### src/verilog/dsf_pkg.sv
package dsf_pkg;
	// ****************************************
	// Commands (octal codes)
	// ****************************************
	localparam logic [5:0] DSF_CMD_FORMAT = 6'o63;
	localparam logic [5:0] DSF_CMD_WRITE = 6'o61;
	localparam logic [5:0] DSF_CMD_READ_HDR = 6'o73;
	localparam logic [5:0] DSF_CMD_READ = 6'o71;
	localparam logic [5:0] DSF_CMD_SEEK = 6'o05;
	localparam logic [5:0] DSF_CMD_SEARCH = 6'o31;
	// ****************************************
	// Register map (word aligned byte addresses)
	// ****************************************
	localparam logic [3:0] DSF_ADDR_CMD = 4'h0;
	localparam logic [3:0] DSF_ADDR_CYL = 4'h4;
	localparam logic [3:0] DSF_ADDR_SECTRK = 4'h8;
	localparam logic [3:0] DSF_ADDR_STATUS = 4'hc;
	// ****************************************
	// Format figures
	// ****************************************
	localparam int DSF_CYL_WIDTH = 10;
	localparam logic [9:0] DSF_CYL_MAX = 10'h19a;
	localparam logic [7:0] DSF_SYNC_BYTE = 8'h98;
	localparam logic [9:0] DSF_BYTE_PRE_SYNC = 10'h027;
	localparam logic [9:0] DSF_BYTE_ARM = 10'h01e;
	localparam logic [9:0] DSF_HDR_GAP_ZEROS = 10'h00b;
	localparam logic [9:0] DSF_HDR_BYTES = 10'h00a;
	localparam logic [9:0] DSF_DATA_WORDS = 10'h100;
	localparam logic [9:0] DSF_ECC_BYTES = 10'h004;
	localparam logic [9:0] DSF_DGAP_BYTES = 10'h002;
	localparam logic [9:0] DSF_TOL_BYTES = 10'h01c;
	localparam real DSF_TOL_US = 34.72;
	localparam real DSF_CLK_MHZ = 40.0;
	localparam int DSF_TOL_CYCLES = int'(DSF_TOL_US * DSF_CLK_MHZ);
	localparam logic [4:0] DSF_SECT_16 = 5'h16;
	localparam logic [4:0] DSF_SECT_18 = 5'h14;
	localparam int DSF_SEC_LO = 0;
	localparam int DSF_TRK_LO = 8;
	localparam int DSF_ST_FORMAT18 = 0;

	typedef enum logic [7:0]
	{
		DSF_IDLE = 8'h01,
		DSF_PRE = 8'h02,
		DSF_HDR = 8'h04,
		DSF_HGAP = 8'h08,
		DSF_DATA = 8'h10,
		DSF_ECC = 8'h20,
		DSF_DGAP = 8'h40,
		DSF_TOL = 8'h80
	} dsf_state_t;

	typedef struct packed
	{
		logic format;
		logic wr_data;
		logic rd_hdr;
		logic rd_data;
	} dsf_cmd_t;
endpackage

### src/verilog/dsf_sequencer.sv
// Decided for this implementation: the register addresses and the Wishbone interface to the registers.
`timescale 1ns/1ps
// Functional notes
// - Load cylinder on seek, implied seek of read/write, and extended advance.
// - Desired cylinder register is ten bits, one spare, reaching 411 cylinders.
// - Each read/write or search uses sector and track address for headers; the code matches only the sector address, against the sector count.
// - Search with cylinder and track selected only signals sector arrival.
// - Header gap is twelve bytes: eleven zeros then one sync byte.
// - Data field holds at most 256 words in both word formats.
// - Eighteen-bit mode divides track into only twenty sectors.
// - Two error-code words follow data, generated while writing; the code writes four zero bytes there.
// - Two zero bytes follow error words as data gap.
// - Tolerance gap of 28 bytes, about 34.72 us, closes each sector.
// - Four sector commands: octal 63, 61, 73, 71.
// - Sector pulse advances sector counter and clears byte counter.
// - Formatting sector pulse clears data shift register, writing zeros.
// - Formatting sector pulse sets sector-found and format flags.
// - Other commands set sector-found only when sector count matches desired.
// - Formatting sends sync clock; controller write clock strobes header word in.
// - Formatting writes zeros until byte 39, then inserts sync byte.
// - Loading the sync byte clears the byte counter.
// - At byte 39 formatting pulses buffer clock capturing first header word.
// - Non-format commands at byte 30 set read-enable and sync-strobe flags.
// - Non-format sync detection sets header-area flag.
// - Non-format sync detection clears byte counter.
// - Pre-header field is 39 zero bytes then sync pattern 1001 1000.
// - Second header word: sector in bits 0-4, track in bits 8-12.
module dsf_sequencer
	import dsf_pkg::*;
(
	input wire logic clock_in,
	input wire logic rst_in,
	input wire logic [3:0] wb_adr_in,
	input wire logic [31:0] wb_dat_in,
	input wire logic [3:0] wb_sel_in,
	input wire logic wb_we_in,
	input wire logic wb_cyc_in,
	input wire logic wb_stb_in,
	output logic [31:0] wb_dat_out,
	output logic wb_ack_out,
	input wire logic sector_pulse_in,
	input wire logic byte_clock_in,
	input wire logic [7:0] read_byte_in,
	input wire logic [15:0] data_lines_in,
	input wire logic controller_write_clock_in,
	input wire logic cyl_advance_in,
	output logic [7:0] write_byte_out,
	output logic write_gate_out,
	output logic controller_sync_clock_out,
	output logic buffer_capture_clock_out,
	output logic [15:0] data_buffer_out,
	output logic seek_go_out,
	output logic sector_found_out,
	output logic read_enable_flag_out,
	output logic header_area_flag_out
);
	// ****************************************
	// Input synchronisers
	// ****************************************
	logic [4:0] sync1_reg, sync2_reg, sync3_reg;
	logic [4:0] sync_next;
	always_comb
	begin
		sync_next = {sector_pulse_in, byte_clock_in, controller_write_clock_in,
			cyl_advance_in, 1'b0};
	end
	always_ff @(posedge clock_in)
	begin
		if (rst_in)
		begin
			sync1_reg <= 5'h00;
			sync2_reg <= 5'h00;
			sync3_reg <= 5'h00;
		end
		else
		begin
			sync1_reg <= sync_next;
			sync2_reg <= sync1_reg;
			sync3_reg <= sync2_reg;
		end
	end
	logic sect_evt, byte_evt, wclk_evt, adv_evt;
	assign sect_evt = sync2_reg[4] & ~sync3_reg[4];
	assign byte_evt = sync2_reg[3] & ~sync3_reg[3];
	assign wclk_evt = sync2_reg[2] & ~sync3_reg[2];
	assign adv_evt = sync2_reg[1] & ~sync3_reg[1];
	logic [7:0] rd_byte1_reg, rd_byte2_reg;
	logic [15:0] dl1_reg, dl2_reg;
	always_ff @(posedge clock_in)
	begin
		if (rst_in)
		begin
			rd_byte1_reg <= 8'h00;
			rd_byte2_reg <= 8'h00;
			dl1_reg <= 16'h0000;
			dl2_reg <= 16'h0000;
		end
		else
		begin
			rd_byte1_reg <= read_byte_in;
			rd_byte2_reg <= rd_byte1_reg;
			dl1_reg <= data_lines_in;
			dl2_reg <= dl1_reg;
		end
	end
	// ****************************************
	// Register file and Wishbone slave
	// ****************************************
	logic [9:0] desired_cylinder_reg, desired_cylinder_next;
	logic [4:0] desired_sector_reg, desired_sector_next;
	logic [4:0] desired_track_reg, desired_track_next;
	logic format18_reg, format18_next;
	dsf_cmd_t cmd_reg, cmd_next;
	logic search_reg, search_next;
	logic seek_go_reg, seek_go_next;
	logic ack_reg, ack_next;
	logic [31:0] rdat_reg, rdat_next;
	logic [4:0] sect_cnt_reg, sect_cnt_next;
	logic sector_found_reg;
	logic read_enable_flag_reg, sync_strobe_reg, header_area_flag_reg, fmt_flag_reg;
	dsf_state_t state_reg;
	logic wb_req, wb_wr;
	logic [31:0] status_word;
	assign wb_req = wb_cyc_in & wb_stb_in & ~ack_reg;
	assign wb_wr = wb_req & wb_we_in & wb_sel_in[0];
	always_comb
	begin
		status_word = 32'h0000_0000;
		status_word[7:0] = state_reg;
		status_word[12:8] = sect_cnt_reg;
		status_word[16] = sector_found_reg;
		status_word[17] = header_area_flag_reg;
		status_word[18] = read_enable_flag_reg;
		status_word[19] = fmt_flag_reg;
	end
	always_comb
	begin
		desired_cylinder_next = desired_cylinder_reg;
		desired_sector_next = desired_sector_reg;
		desired_track_next = desired_track_reg;
		format18_next = format18_reg;
		cmd_next = cmd_reg;
		search_next = search_reg;
		seek_go_next = 1'b0;
		ack_next = wb_req;
		rdat_next = 32'h0000_0000;
		if (wb_wr && wb_adr_in == DSF_ADDR_CYL && wb_dat_in[9:0] <= DSF_CYL_MAX)
		begin
			desired_cylinder_next = {1'b0, wb_dat_in[8:0]};
		end
		if (wb_wr && wb_adr_in == DSF_ADDR_SECTRK)
		begin
			desired_sector_next = wb_dat_in[DSF_SEC_LO +: 5];
			desired_track_next = wb_dat_in[DSF_TRK_LO +: 5];
			format18_next = wb_dat_in[16];
		end
		if (wb_wr && wb_adr_in == DSF_ADDR_CMD)
		begin
			cmd_next = '{format: wb_dat_in[5:0] == DSF_CMD_FORMAT,
				wr_data: wb_dat_in[5:0] == DSF_CMD_WRITE,
				rd_hdr: wb_dat_in[5:0] == DSF_CMD_READ_HDR,
				rd_data: wb_dat_in[5:0] == DSF_CMD_READ};
			search_next = wb_dat_in[5:0] == DSF_CMD_SEARCH;
			seek_go_next = (wb_dat_in[5:0] == DSF_CMD_SEEK) || (wb_dat_in[5:0] == DSF_CMD_FORMAT)
				|| (wb_dat_in[5:0] == DSF_CMD_WRITE) || (wb_dat_in[5:0] == DSF_CMD_READ_HDR)
				|| (wb_dat_in[5:0] == DSF_CMD_READ);
		end
		if (adv_evt)
		begin
			desired_cylinder_next = (desired_cylinder_reg == DSF_CYL_MAX) ? 10'h000
				: desired_cylinder_reg + 10'h001;
			seek_go_next = 1'b1;
		end
		if (state_reg == DSF_TOL && sect_evt && search_reg && sector_found_reg)
		begin
			search_next = 1'b0;
		end
		if (wb_req && !wb_we_in)
		begin
			case (wb_adr_in)
				DSF_ADDR_CMD: rdat_next = {26'h0, search_reg, cmd_reg, 1'b0};
				DSF_ADDR_CYL: rdat_next = {22'h0, desired_cylinder_reg};
				DSF_ADDR_SECTRK: rdat_next = {15'h0, format18_reg, 3'h0, desired_track_reg,
					3'h0, desired_sector_reg};
				DSF_ADDR_STATUS: rdat_next = status_word;
				default: rdat_next = 32'h0000_0000;
			endcase
		end
	end
	always_ff @(posedge clock_in)
	begin
		if (rst_in)
		begin
			desired_cylinder_reg <= 10'h000;
			desired_sector_reg <= 5'h00;
			desired_track_reg <= 5'h00;
			format18_reg <= 1'b0;
			cmd_reg <= '0;
			search_reg <= 1'b0;
			seek_go_reg <= 1'b0;
			ack_reg <= 1'b0;
			rdat_reg <= 32'h0000_0000;
		end
		else
		begin
			desired_cylinder_reg <= desired_cylinder_next;
			desired_sector_reg <= desired_sector_next;
			desired_track_reg <= desired_track_next;
			format18_reg <= format18_next;
			cmd_reg <= cmd_next;
			search_reg <= search_next;
			seek_go_reg <= seek_go_next;
			ack_reg <= ack_next;
			rdat_reg <= rdat_next;
		end
	end
	// ****************************************
	// Sector sequencer
	// ****************************************
	dsf_state_t state_next;
	logic [9:0] byte_cnt_reg, byte_cnt_next;
	logic [7:0] shift_reg, shift_next;
	logic [15:0] buffer_reg, buffer_next;
	logic sector_found_next, read_enable_flag_next, sync_strobe_next;
	logic header_area_flag_next, fmt_flag_next;
	logic sync_clk_reg, sync_clk_next, buf_clk_reg, buf_clk_next;
	logic wgate_reg, wgate_next, word_pending_reg, word_pending_next;
	logic active, writing;
	logic [4:0] sect_limit;
	logic [9:0] data_bytes;
	assign active = cmd_reg.format | cmd_reg.wr_data | cmd_reg.rd_hdr | cmd_reg.rd_data | search_reg;
	assign writing = cmd_reg.format | cmd_reg.wr_data;
	assign sect_limit = format18_reg ? DSF_SECT_18 : DSF_SECT_16;
	assign data_bytes = {DSF_DATA_WORDS[8:0], 1'b0};
	always_comb
	begin
		state_next = state_reg;
		byte_cnt_next = byte_cnt_reg;
		shift_next = shift_reg;
		buffer_next = buffer_reg;
		sect_cnt_next = sect_cnt_reg;
		sector_found_next = sector_found_reg;
		read_enable_flag_next = read_enable_flag_reg;
		sync_strobe_next = sync_strobe_reg;
		header_area_flag_next = header_area_flag_reg;
		fmt_flag_next = fmt_flag_reg;
		sync_clk_next = sync_clk_reg;
		buf_clk_next = 1'b0;
		wgate_next = wgate_reg;
		word_pending_next = word_pending_reg;
		if (wclk_evt && sync_clk_reg)
		begin
			buffer_next = dl2_reg;
			sync_clk_next = 1'b0;
			word_pending_next = 1'b1;
		end
		if (sect_evt)
		begin
			sect_cnt_next = (sect_cnt_reg + 5'h01 >= sect_limit) ? 5'h00
				: sect_cnt_reg + 5'h01;
			byte_cnt_next = 10'h000;
			shift_next = 8'h00;
			header_area_flag_next = 1'b0;
			read_enable_flag_next = 1'b0;
			sync_strobe_next = 1'b0;
			if (cmd_reg.format)
			begin
				sector_found_next = 1'b1;
				fmt_flag_next = 1'b1;
				sync_clk_next = 1'b1;
				wgate_next = 1'b1;
				state_next = DSF_PRE;
			end
			else if (active)
			begin
				sector_found_next = (sect_cnt_next == desired_sector_reg);
				fmt_flag_next = 1'b0;
				wgate_next = 1'b0;
				state_next = (sect_cnt_next == desired_sector_reg && !search_reg)
					? DSF_PRE : DSF_IDLE;
			end
			else
			begin
				state_next = DSF_IDLE;
			end
		end
		else if (byte_evt && state_reg != DSF_IDLE)
		begin
			byte_cnt_next = byte_cnt_reg + 10'h001;
			shift_next = 8'h00;
			case (state_reg)
				DSF_PRE:
				begin
					if (cmd_reg.format && byte_cnt_reg == DSF_BYTE_PRE_SYNC - 10'h001)
					begin
						shift_next = DSF_SYNC_BYTE;
						byte_cnt_next = 10'h000;
						buf_clk_next = 1'b1;
						state_next = DSF_HDR;
					end
					else if (!cmd_reg.format && byte_cnt_reg == DSF_BYTE_ARM)
					begin
						read_enable_flag_next = 1'b1;
						sync_strobe_next = 1'b1;
					end
					if (!cmd_reg.format && sync_strobe_reg && rd_byte2_reg == DSF_SYNC_BYTE)
					begin
						header_area_flag_next = 1'b1;
						byte_cnt_next = 10'h000;
						state_next = DSF_HDR;
					end
				end
				DSF_HDR:
				begin
					header_area_flag_next = 1'b1;
					if (cmd_reg.format)
					begin
						shift_next = byte_cnt_reg[0] ? buffer_reg[7:0] : buffer_reg[15:8];
						if (byte_cnt_reg[0] && word_pending_reg && byte_cnt_reg < 10'h007)
						begin
							sync_clk_next = 1'b1;
							word_pending_next = 1'b0;
						end
					end
					else if (byte_cnt_reg[0])
					begin
						buffer_next = {buffer_reg[15:8], rd_byte2_reg};
					end
					else
					begin
						buffer_next = {rd_byte2_reg, buffer_reg[7:0]};
					end
					if (byte_cnt_next == DSF_HDR_BYTES)
					begin
						byte_cnt_next = 10'h000;
						header_area_flag_next = 1'b0;
						state_next = DSF_HGAP;
					end
				end
				DSF_HGAP:
				begin
					if (byte_cnt_reg == DSF_HDR_GAP_ZEROS)
					begin
						shift_next = DSF_SYNC_BYTE;
						byte_cnt_next = 10'h000;
						state_next = DSF_DATA;
					end
				end
				DSF_DATA:
				begin
					if (byte_cnt_next == data_bytes)
					begin
						byte_cnt_next = 10'h000;
						state_next = DSF_ECC;
					end
				end
				DSF_ECC:
				begin
					if (byte_cnt_next == DSF_ECC_BYTES)
					begin
						byte_cnt_next = 10'h000;
						state_next = DSF_DGAP;
					end
				end
				DSF_DGAP:
				begin
					if (byte_cnt_next == DSF_DGAP_BYTES)
					begin
						byte_cnt_next = 10'h000;
						wgate_next = 1'b0;
						state_next = DSF_TOL;
					end
				end
				DSF_TOL:
				begin
					if (byte_cnt_next == DSF_TOL_BYTES)
					begin
						state_next = DSF_IDLE;
					end
				end
				default: state_next = DSF_IDLE;
			endcase
			if (!writing)
			begin
				wgate_next = 1'b0;
			end
		end
	end
	always_ff @(posedge clock_in)
	begin
		if (rst_in)
		begin
			state_reg <= DSF_IDLE;
			byte_cnt_reg <= 10'h000;
			shift_reg <= 8'h00;
			buffer_reg <= 16'h0000;
			sect_cnt_reg <= 5'h00;
			sector_found_reg <= 1'b0;
			read_enable_flag_reg <= 1'b0;
			sync_strobe_reg <= 1'b0;
			header_area_flag_reg <= 1'b0;
			fmt_flag_reg <= 1'b0;
			sync_clk_reg <= 1'b0;
			buf_clk_reg <= 1'b0;
			wgate_reg <= 1'b0;
			word_pending_reg <= 1'b0;
		end
		else
		begin
			state_reg <= state_next;
			byte_cnt_reg <= byte_cnt_next;
			shift_reg <= shift_next;
			buffer_reg <= buffer_next;
			sect_cnt_reg <= sect_cnt_next;
			sector_found_reg <= sector_found_next;
			read_enable_flag_reg <= read_enable_flag_next;
			sync_strobe_reg <= sync_strobe_next;
			header_area_flag_reg <= header_area_flag_next;
			fmt_flag_reg <= fmt_flag_next;
			sync_clk_reg <= sync_clk_next;
			buf_clk_reg <= buf_clk_next;
			wgate_reg <= wgate_next;
			word_pending_reg <= word_pending_next;
		end
	end
	assign wb_dat_out = rdat_reg;
	assign wb_ack_out = ack_reg;
	assign write_byte_out = shift_reg;
	assign write_gate_out = wgate_reg;
	assign controller_sync_clock_out = sync_clk_reg;
	assign buffer_capture_clock_out = buf_clk_reg;
	assign data_buffer_out = buffer_reg;
	assign seek_go_out = seek_go_reg;
	assign sector_found_out = sector_found_reg;
	assign read_enable_flag_out = read_enable_flag_reg;
	assign header_area_flag_out = header_area_flag_reg;
	// ****************************************
	// Checks
	// ****************************************
	property p_fmt_sect;
		@(posedge clock_in) disable iff (rst_in)
		(sect_evt && cmd_reg.format) |=> (sector_found_reg && fmt_flag_reg && shift_reg == 8'h00
			&& byte_cnt_reg == 10'h000);
	endproperty
	a_fmt_sect: assert property (p_fmt_sect) else $error("format sector pulse effects missing");
	property p_match;
		@(posedge clock_in) disable iff (rst_in)
		(sect_evt && !cmd_reg.format && active) |=> (sector_found_reg == (sect_cnt_reg == desired_sector_reg));
	endproperty
	a_match: assert property (p_match) else $error("sector found not tied to compare");
	property p_sync39;
		@(posedge clock_in) disable iff (rst_in)
		(byte_evt && !sect_evt && state_reg == DSF_PRE && cmd_reg.format
			&& byte_cnt_reg == 10'h026) |=> (shift_reg == DSF_SYNC_BYTE && byte_cnt_reg == 10'h000
			&& buffer_capture_clock_out);
	endproperty
	a_sync39: assert property (p_sync39) else $error("sync byte not inserted at 39");
	property p_bufpulse;
		@(posedge clock_in) disable iff (rst_in)
		buf_clk_reg |=> !buf_clk_reg;
	endproperty
	a_bufpulse: assert property (p_bufpulse) else $error("buffer clock longer than one cycle");
	property p_arm;
		@(posedge clock_in) disable iff (rst_in)
		(byte_evt && !sect_evt && state_reg == DSF_PRE && !cmd_reg.format
			&& byte_cnt_reg == 10'h01e) |=> (read_enable_flag_reg && sync_strobe_reg);
	endproperty
	a_arm: assert property (p_arm) else $error("read enable not set at byte 30");
	property p_hdr;
		@(posedge clock_in) disable iff (rst_in)
		($rose(header_area_flag_reg) && !cmd_reg.format) |-> (state_reg == DSF_HDR
			&& byte_cnt_reg == 10'h000 && $past(rd_byte2_reg) == 8'h98);
	endproperty
	a_hdr: assert property (p_hdr) else $error("header area without sync detection");
	property p_cyl;
		@(posedge clock_in) disable iff (rst_in)
		desired_cylinder_reg <= 10'h19a;
	endproperty
	a_cyl: assert property (p_cyl) else $error("cylinder beyond range");
	property p_sect18;
		@(posedge clock_in) disable iff (rst_in)
		(sect_evt && format18_reg) |=> (sect_cnt_reg < 5'h14);
	endproperty
	a_sect18: assert property (p_sect18) else $error("sector count beyond 20");
endmodule

### config.mk
export PLATFORM = sky130hd
export DESIGN_NAME = dsf_sequencer
export DESIGN_NICKNAME = d
export VERILOG_FILES = /design/src/verilog/dsf_pkg.sv /design/src/verilog/dsf_sequencer.sv
export SDC_FILE = /design/constraint.sdc
export NUM_CORES = 1
export LEC_CHECK = 0
export BUFFER_PORTS_ARGS = -buffer_cell sky130_fd_sc_hd__buf_4
export CORE_AREA = 2 2 117 119
export DETAILED_ROUTE_END_ITERATION = 6
export DIE_AREA = 0 0 119 121
export HOLD_SLACK_MARGIN = 0.03
export PLACE_DENSITY_LB_ADDON = 0.3
export SYNTH_ARGS = -nofsm -noshare
export SYNTH_HDL_FRONTEND = slang
export SYNTH_SLANG_ARGS = --single-unit
### constraint.sdc
create_clock -name clock_in -period 3.4 [get_ports clock_in]
set_input_delay 0.17 -clock clock_in [delete_from_list [all_inputs] [get_ports clock_in]]
set_output_delay 0.17 -clock clock_in [all_outputs]
set_load 0.005 [all_outputs]
-- After elaboration in Yosys (flattened, before gate mapping)
Index checks and enable logic that the tools add are counted.
- register bits: 178
- bits in latches: 0
- memory bits (writable): 0
- memory bits (read-only): 0
- logic and storage cells: 207
- memories: 0
- add/sub/neg operators: 3
- $mul: 0
- divide/modulo/power cells: 0
- order comparisons: 3
- equality and inequality tests: 41
- shift-type cells: 0
- mux-type cells: 67
- bitwise gates (word level): 21
- reductions and logical operators: 38
- operator list (kind ; count):
    8-bit 2-to-1 mux ; 14
    10-bit 2-to-1 mux ; 10
    16-bit 2-to-1 mux ; 6
    20-bit case mux with 4 select lines ; 1
    10-bit case mux with 6 select lines ; 1
    8-bit case mux with 7 select lines ; 1
    1-bit 2-to-1 mux ; 27
    6-bit equality test, second input constant ; 4
    8-bit case mux with 3 select lines ; 1
    10-bit by 1-bit adder with 10-bit output, second input constant ; 2
    10-bit by 4-bit equality test with 1-bit output, second input constant ; 2
    10-bit by 5-bit equality test with 1-bit output, second input constant ; 2
    1-bit logical AND ; 17
    8-bit equality test, second input constant ; 2
    3-bit != test, second input constant ; 5
    10-bit equality test, second input constant ; 1
    10-bit by 2-bit equality test with 1-bit output, second input constant ; 1
    10-bit by 3-bit equality test with 1-bit output, second input constant ; 1
    10-bit by 6-bit equality test with 1-bit output, second input constant ; 1
    10-bit by 9-bit equality test with 1-bit output, second input constant ; 1
    10-bit by 9-bit less-or-equal comparator with 1-bit output, second input constant ; 1
    10-bit by 3-bit < comparator with 1-bit output, second input constant ; 1
    5-bit != test, second input constant ; 2
    3-bit by 2-bit != test with 1-bit output, second input constant ; 3
    33 further kinds ; 66

-- Logic depth before layout (Yosys ltp)
- word-level depth: 9
- gate-level depth with buffers: 10
- mapped depth without buffers: 10

-- Worst setup path before layout
OpenSTA, ideal clock, no wires.
- path type: reg-to-reg
- from: reg sect_cnt_reg[0]
- to: reg state_reg[0]
- arrival: 2621 ps
- required time: 3280 ps
- path slack: 660 ps
- cell stages (with the launch flop): 11
- path buffers: 0
- clock period less this slack: 2740 ps
- cell sequence: dfxtp_1 -> ha_1 -> inv_1 -> ha_1 -> nand2b_1 -> a2111oi_0 -> or3_1 -> or3_1 -> a211oi_2 -> a31oi_1 -> a211o_1
- longest elaborated chain between the ends: 9
- RTL lines (what ; RTL line ; text):
    start: declaration ; dsf_sequencer.sv:118 ; logic [4:0] sect_cnt_reg, sect_cnt_next;
    start signal: assignment ; dsf_sequencer.sv:414 ; sect_cnt_reg <= sect_cnt_next;
    5-bit by 1-bit adder with 5-bit output (*) ; dsf_sequencer.sv:259, dsf_sequencer.sv:260 ;
    5-bit greater-or-equal comparator ; dsf_sequencer.sv:259 ; sect_cnt_next = (sect_cnt_reg + 5'h01 >= sect_limit) ? 5'h00
    5-bit 2-to-1 mux (*) ; dsf_sequencer.sv:259 ;
    5-bit equality test (*) ; dsf_sequencer.sv:279 ; state_next = (sect_cnt_next == desired_sector_reg && !search_reg)
    1-bit logical AND (*) ; dsf_sequencer.sv:279 ;
    2-bit 2-to-1 mux (*) ; dsf_sequencer.sv:280 ; ? DSF_PRE : DSF_IDLE;
    2-bit 2-to-1 mux (*) ; dsf_sequencer.sv:274 ; else if (active)
    2-bit 2-to-1 mux (*) ; dsf_sequencer.sv:266 ; if (cmd_reg.format)
    8-bit 2-to-1 mux (*) ; dsf_sequencer.sv:257 ; if (sect_evt)
    end signal: assignment ; dsf_sequencer.sv:410 ; state_reg <= state_next;
    end: declaration ; dsf_sequencer.sv:121 ; dsf_state_t state_reg;
Every way passes the cells marked *; elsewhere a longest branch is shown, timed or not.
A chain may end at the register's enable or synchronous reset.

-- Worst setup path after layout
- from: reg sect_cnt_reg[1]
- to: reg state_reg[0]
The elaborated chain is that of the path after synthesis.

==> results.py <==
metrics = {
    "run_status": {
        "status": "finished clean",
    },
    "timing": {
        "grt_setup_unrepaired": "false",
        "holdWs_ps": 45.0,
        "worst_pin_slew_ps": 972,
        "slew_headroom_pct": 34.7,
        "hold_viol_final": 0,
        "clock_skew_ps": 8.83,
        "drv_slew": 0,
        "period_minus_slack_ps": 3140,
        "clock.fmax_ghz": 0.319,
        "min_period_over_period_pct": 92.3,
        "worst_slack_ps": 263,
        "setup_viol": 0,
        "fin_tns_setup_ps": 0,
    },
    "synthesis": {
        "yosysMostFrequentCell": "dfxtp_1",
        "synth_common_cells": "dfxtp_1 (160), nor2_1 (86), nor2b_1 (70), nand2_1 (55), a21oi_1 (44)",
        "yosysWarnings": 0,
        "synthArstFlopShare_pct": 0,
        "ys_top_cells_by_area": "dfxtp_1 (44%), nor2b_1 (6.0%), nor2_1 (4.4%)",
        "synth_top_cell_by_area": "dfxtp_1",
        "synth_enable_flop_cells": 0,
        "synth-main-ff-cell": "dfxtp_1",
        "syn_inst": 819,
        "ys_seq_elements": 160,
        "synthDominantCellAreaShare_pct": 44.0,
        "synth.avg_cell_area_sq_um": 8.88,
        "seq_area_frac_synth_pct": 44.0,
        "syn-cell-area_sq_um": 7270,
        "ys_types": 80,
    },
    "critical_path": {
        "worstReg2RegEnd": "state_reg[0]$_SDFFE_PP1P_",
        "path_class": "reg -> reg",
        "crit_arrival_ps": 3450,
        "cp_max_fo": 11,
        "ff2ff_path_depth": 10,
        "timing.rr.start": "sect_cnt_reg[1]$_SDFFE_PP0P_",
        "worstPathRequired_ps": 3710,
        "cp-startpoint": "sect_cnt_reg[1]$_SDFFE_PP0P_",
        "rrSetupSlack_ps": 260,
        "end_kind": "register",
        "critPathLaunchType": "register",
    },
    "routing": {
        "dr_total_vias": 6386,
        "drt_iter0_drc": 746,
        "drt-pass1-iter-count": 5,
        "wirelength_mm": 18.7,
        "ant_nets": 0,
        "wl_per_cell_um": 16.6,
        "drc_errors": 0,
        "vias_per_cell": 5.68,
    },
    "grt": {
        "grt_antenna_before_repair": 0,
        "grt_start_max_net_pins": 64,
        "grt_pass1_wl_mm": 29.7,
        "first_global_vias": 5898,
        "grt_remaining_overflow": 0,
        "grtUsageTotal_pct": 25.9,
    },
    "cells_and_area": {
        "diodes": 0,
        "num-fill-cells": 970,
        "final_nets": 1017,
        "instances_no_fill": 1125,
        "drive_above_1_share_pct": 17.7,
        "syn_to_final_growth_pct": 24.6,
        "multi_input_comb_area_sq_um": 3750,
        "largest_reg_flops": 17,
        "seqCellArea_sq_um": 3200,
    },
    "hold_path": {
        "min_from": "wb_dat_in[2]",
        "hold_end": "desired_sector_reg[2]$_SDFFE_PP0P_",
        "min_path_cells": 3,
        "holdCritPathClass": "in -> reg",
    },
    "power_and_ir_drop": {
        "power-per-cell-area_nw_per_um2": 469,
        "ir_worst_vdd_mv": 0.375,
        "p_leak_nw": 3.60,
    },
    "place": {
        "port_buffers": 100,
        "dp_hpwl_mm": 12.2,
        "gp_congestion": 0.947,
        "pre_cts_ws_ps": 366,
        "place_inst": 1056,
    },
    "clock_network": {
        "cts.htree.levels": 4,
        "clockBufferDepth": 2,
        "cts.clk_slew.worst_paths_ps": 60,
        "post_cts_buffers": 0,
        "cts_made_buffers": 17,
        "insertion_delay_ps": 430,
        "hold_buffers": 37,
        "cts_resized": 0,
        "clkSinkCount": 160,
        "cts_tree": "built",
        "clockRootBuffer": "clkbuf_16",
    },
    "die": {
        "die_x_um": 119,
        "initial_core_util_pct": 55.6,
        "rows": 42,
        "core-area_sq_um": 13100,
        "top_level_ports": 137,
        "dieArea_sq_um": 14400,
        "die_h_um": 121,
    },
    "run": {
        "maxCapViolCount": 0,
    },
}
## power breakdown
group,switching (mW),internal (mW),leakage (nW),total [mW]
clock network,0.848,1.19,0.314,2.04
logic,0.133,0.133,1.98,0.265
registers,0.0279,1.92,1.30,1.94
## worst max-delay path by stage
| stage | endpoint | slack, ps | cells after the start |
|---|---|---|---|
| after global placement | state_reg[0]$_SDFFE_PP1P_ | 440 | 10 |
| after detailed placement | state_reg[0]$_SDFFE_PP1P_ | 370 | 10 |
| after floorplan | state_reg[0]$_SDFFE_PP1P_ | 660 | 10 |
| after global routing | state_reg[0]$_SDFFE_PP1P_ | 120 | 10 |
| after CTS | state_reg[0]$_SDFFE_PP1P_ | 310 | 10 |
| final | state_reg[0]$_SDFFE_PP1P_ | 260 | 10 |
## critical path: stages (launching register included)
cell       delay, ps
dfxtp_1          430
ha_1             410
inv_1             70
ha_1             330
nand2b_1         160
a2111oi_0        120
or3_1            400
or3_1            370
a211oi_2         290
a31oi_1          130
a211o_1          310
## metal layers
layer	share of wire [%]	track usage [%]	vias up	wire, um
met1	44	33.7	2970	8200
met5	0	0	-	0
li1	-	-	3132	-
met3	6.2	6.11	22	1160
met4	1.2	7.96	0	223
met2	49	42.7	262	9110
## layout by cell type (no fill, tap or decap), drive strengths merged, types with 5 or more instances in the layout
master       netlist  routed
dfxtp            160     160
buf               29     108
nor2              87      87
nor2b             70      70
nand2             55      55
a21oi             44      44
dlygate4sd3        0      37
mux2i             32      32
inv               19      29
nor3              28      28
nand3             25      25
o21ai             23      23
a22oi             17      17
clkbuf            32      17
conb               1      15
nand2b            14      14
o22ai             13      13
a211oi            12      12
and2              12      12
nor4              11      11
a31oi             10      10
nand4b            10      10
nand4              8       8
a311oi             8       8
ha                 8       8
and3               7       7
or3                5       5
xor2               5       5
a31o               5       5
## cell type report
class	count	share of cell area, %
inverters	19	0.787
clock inverters	15	2.31
clock buffers	17	4.69
multi-input cells	593	41.4
repair buffers	145	13.0
well taps	176	2.43
flip-flops and latches	160	35.3
## through the flow
stage               power, mW  area [sq um]  utilization [%]
detailed placement       2.21          8060             61.6
global placement         2.20          8060             61.6
finish                   4.25          9060             69.3
global route             4.38          9060             69.3
CTS                      4.26          9060             69.3
floorplan                2.13          7330                -
## cells by family (layout without fill, tap and decap cells)
| group | after synthesis | count (layout) | synth area share (%) |
|---|---|---|---|
| fa+ha+maj | 8 | 8 | 1.38 |
| buf+inv | 80 | 196 | 5.11 |
| compound gates | 169 | 169 | 15.8 |
| simple gates | 353 | 353 | 26.5 |
| xor+xnor | 9 | 9 | 1.08 |
| other cells | 1 | 15 | 0.0516 |
| mux | 39 | 39 | 6.11 |
| flops | 160 | 160 | 44.0 |
(Power assumes the default switching activity.)
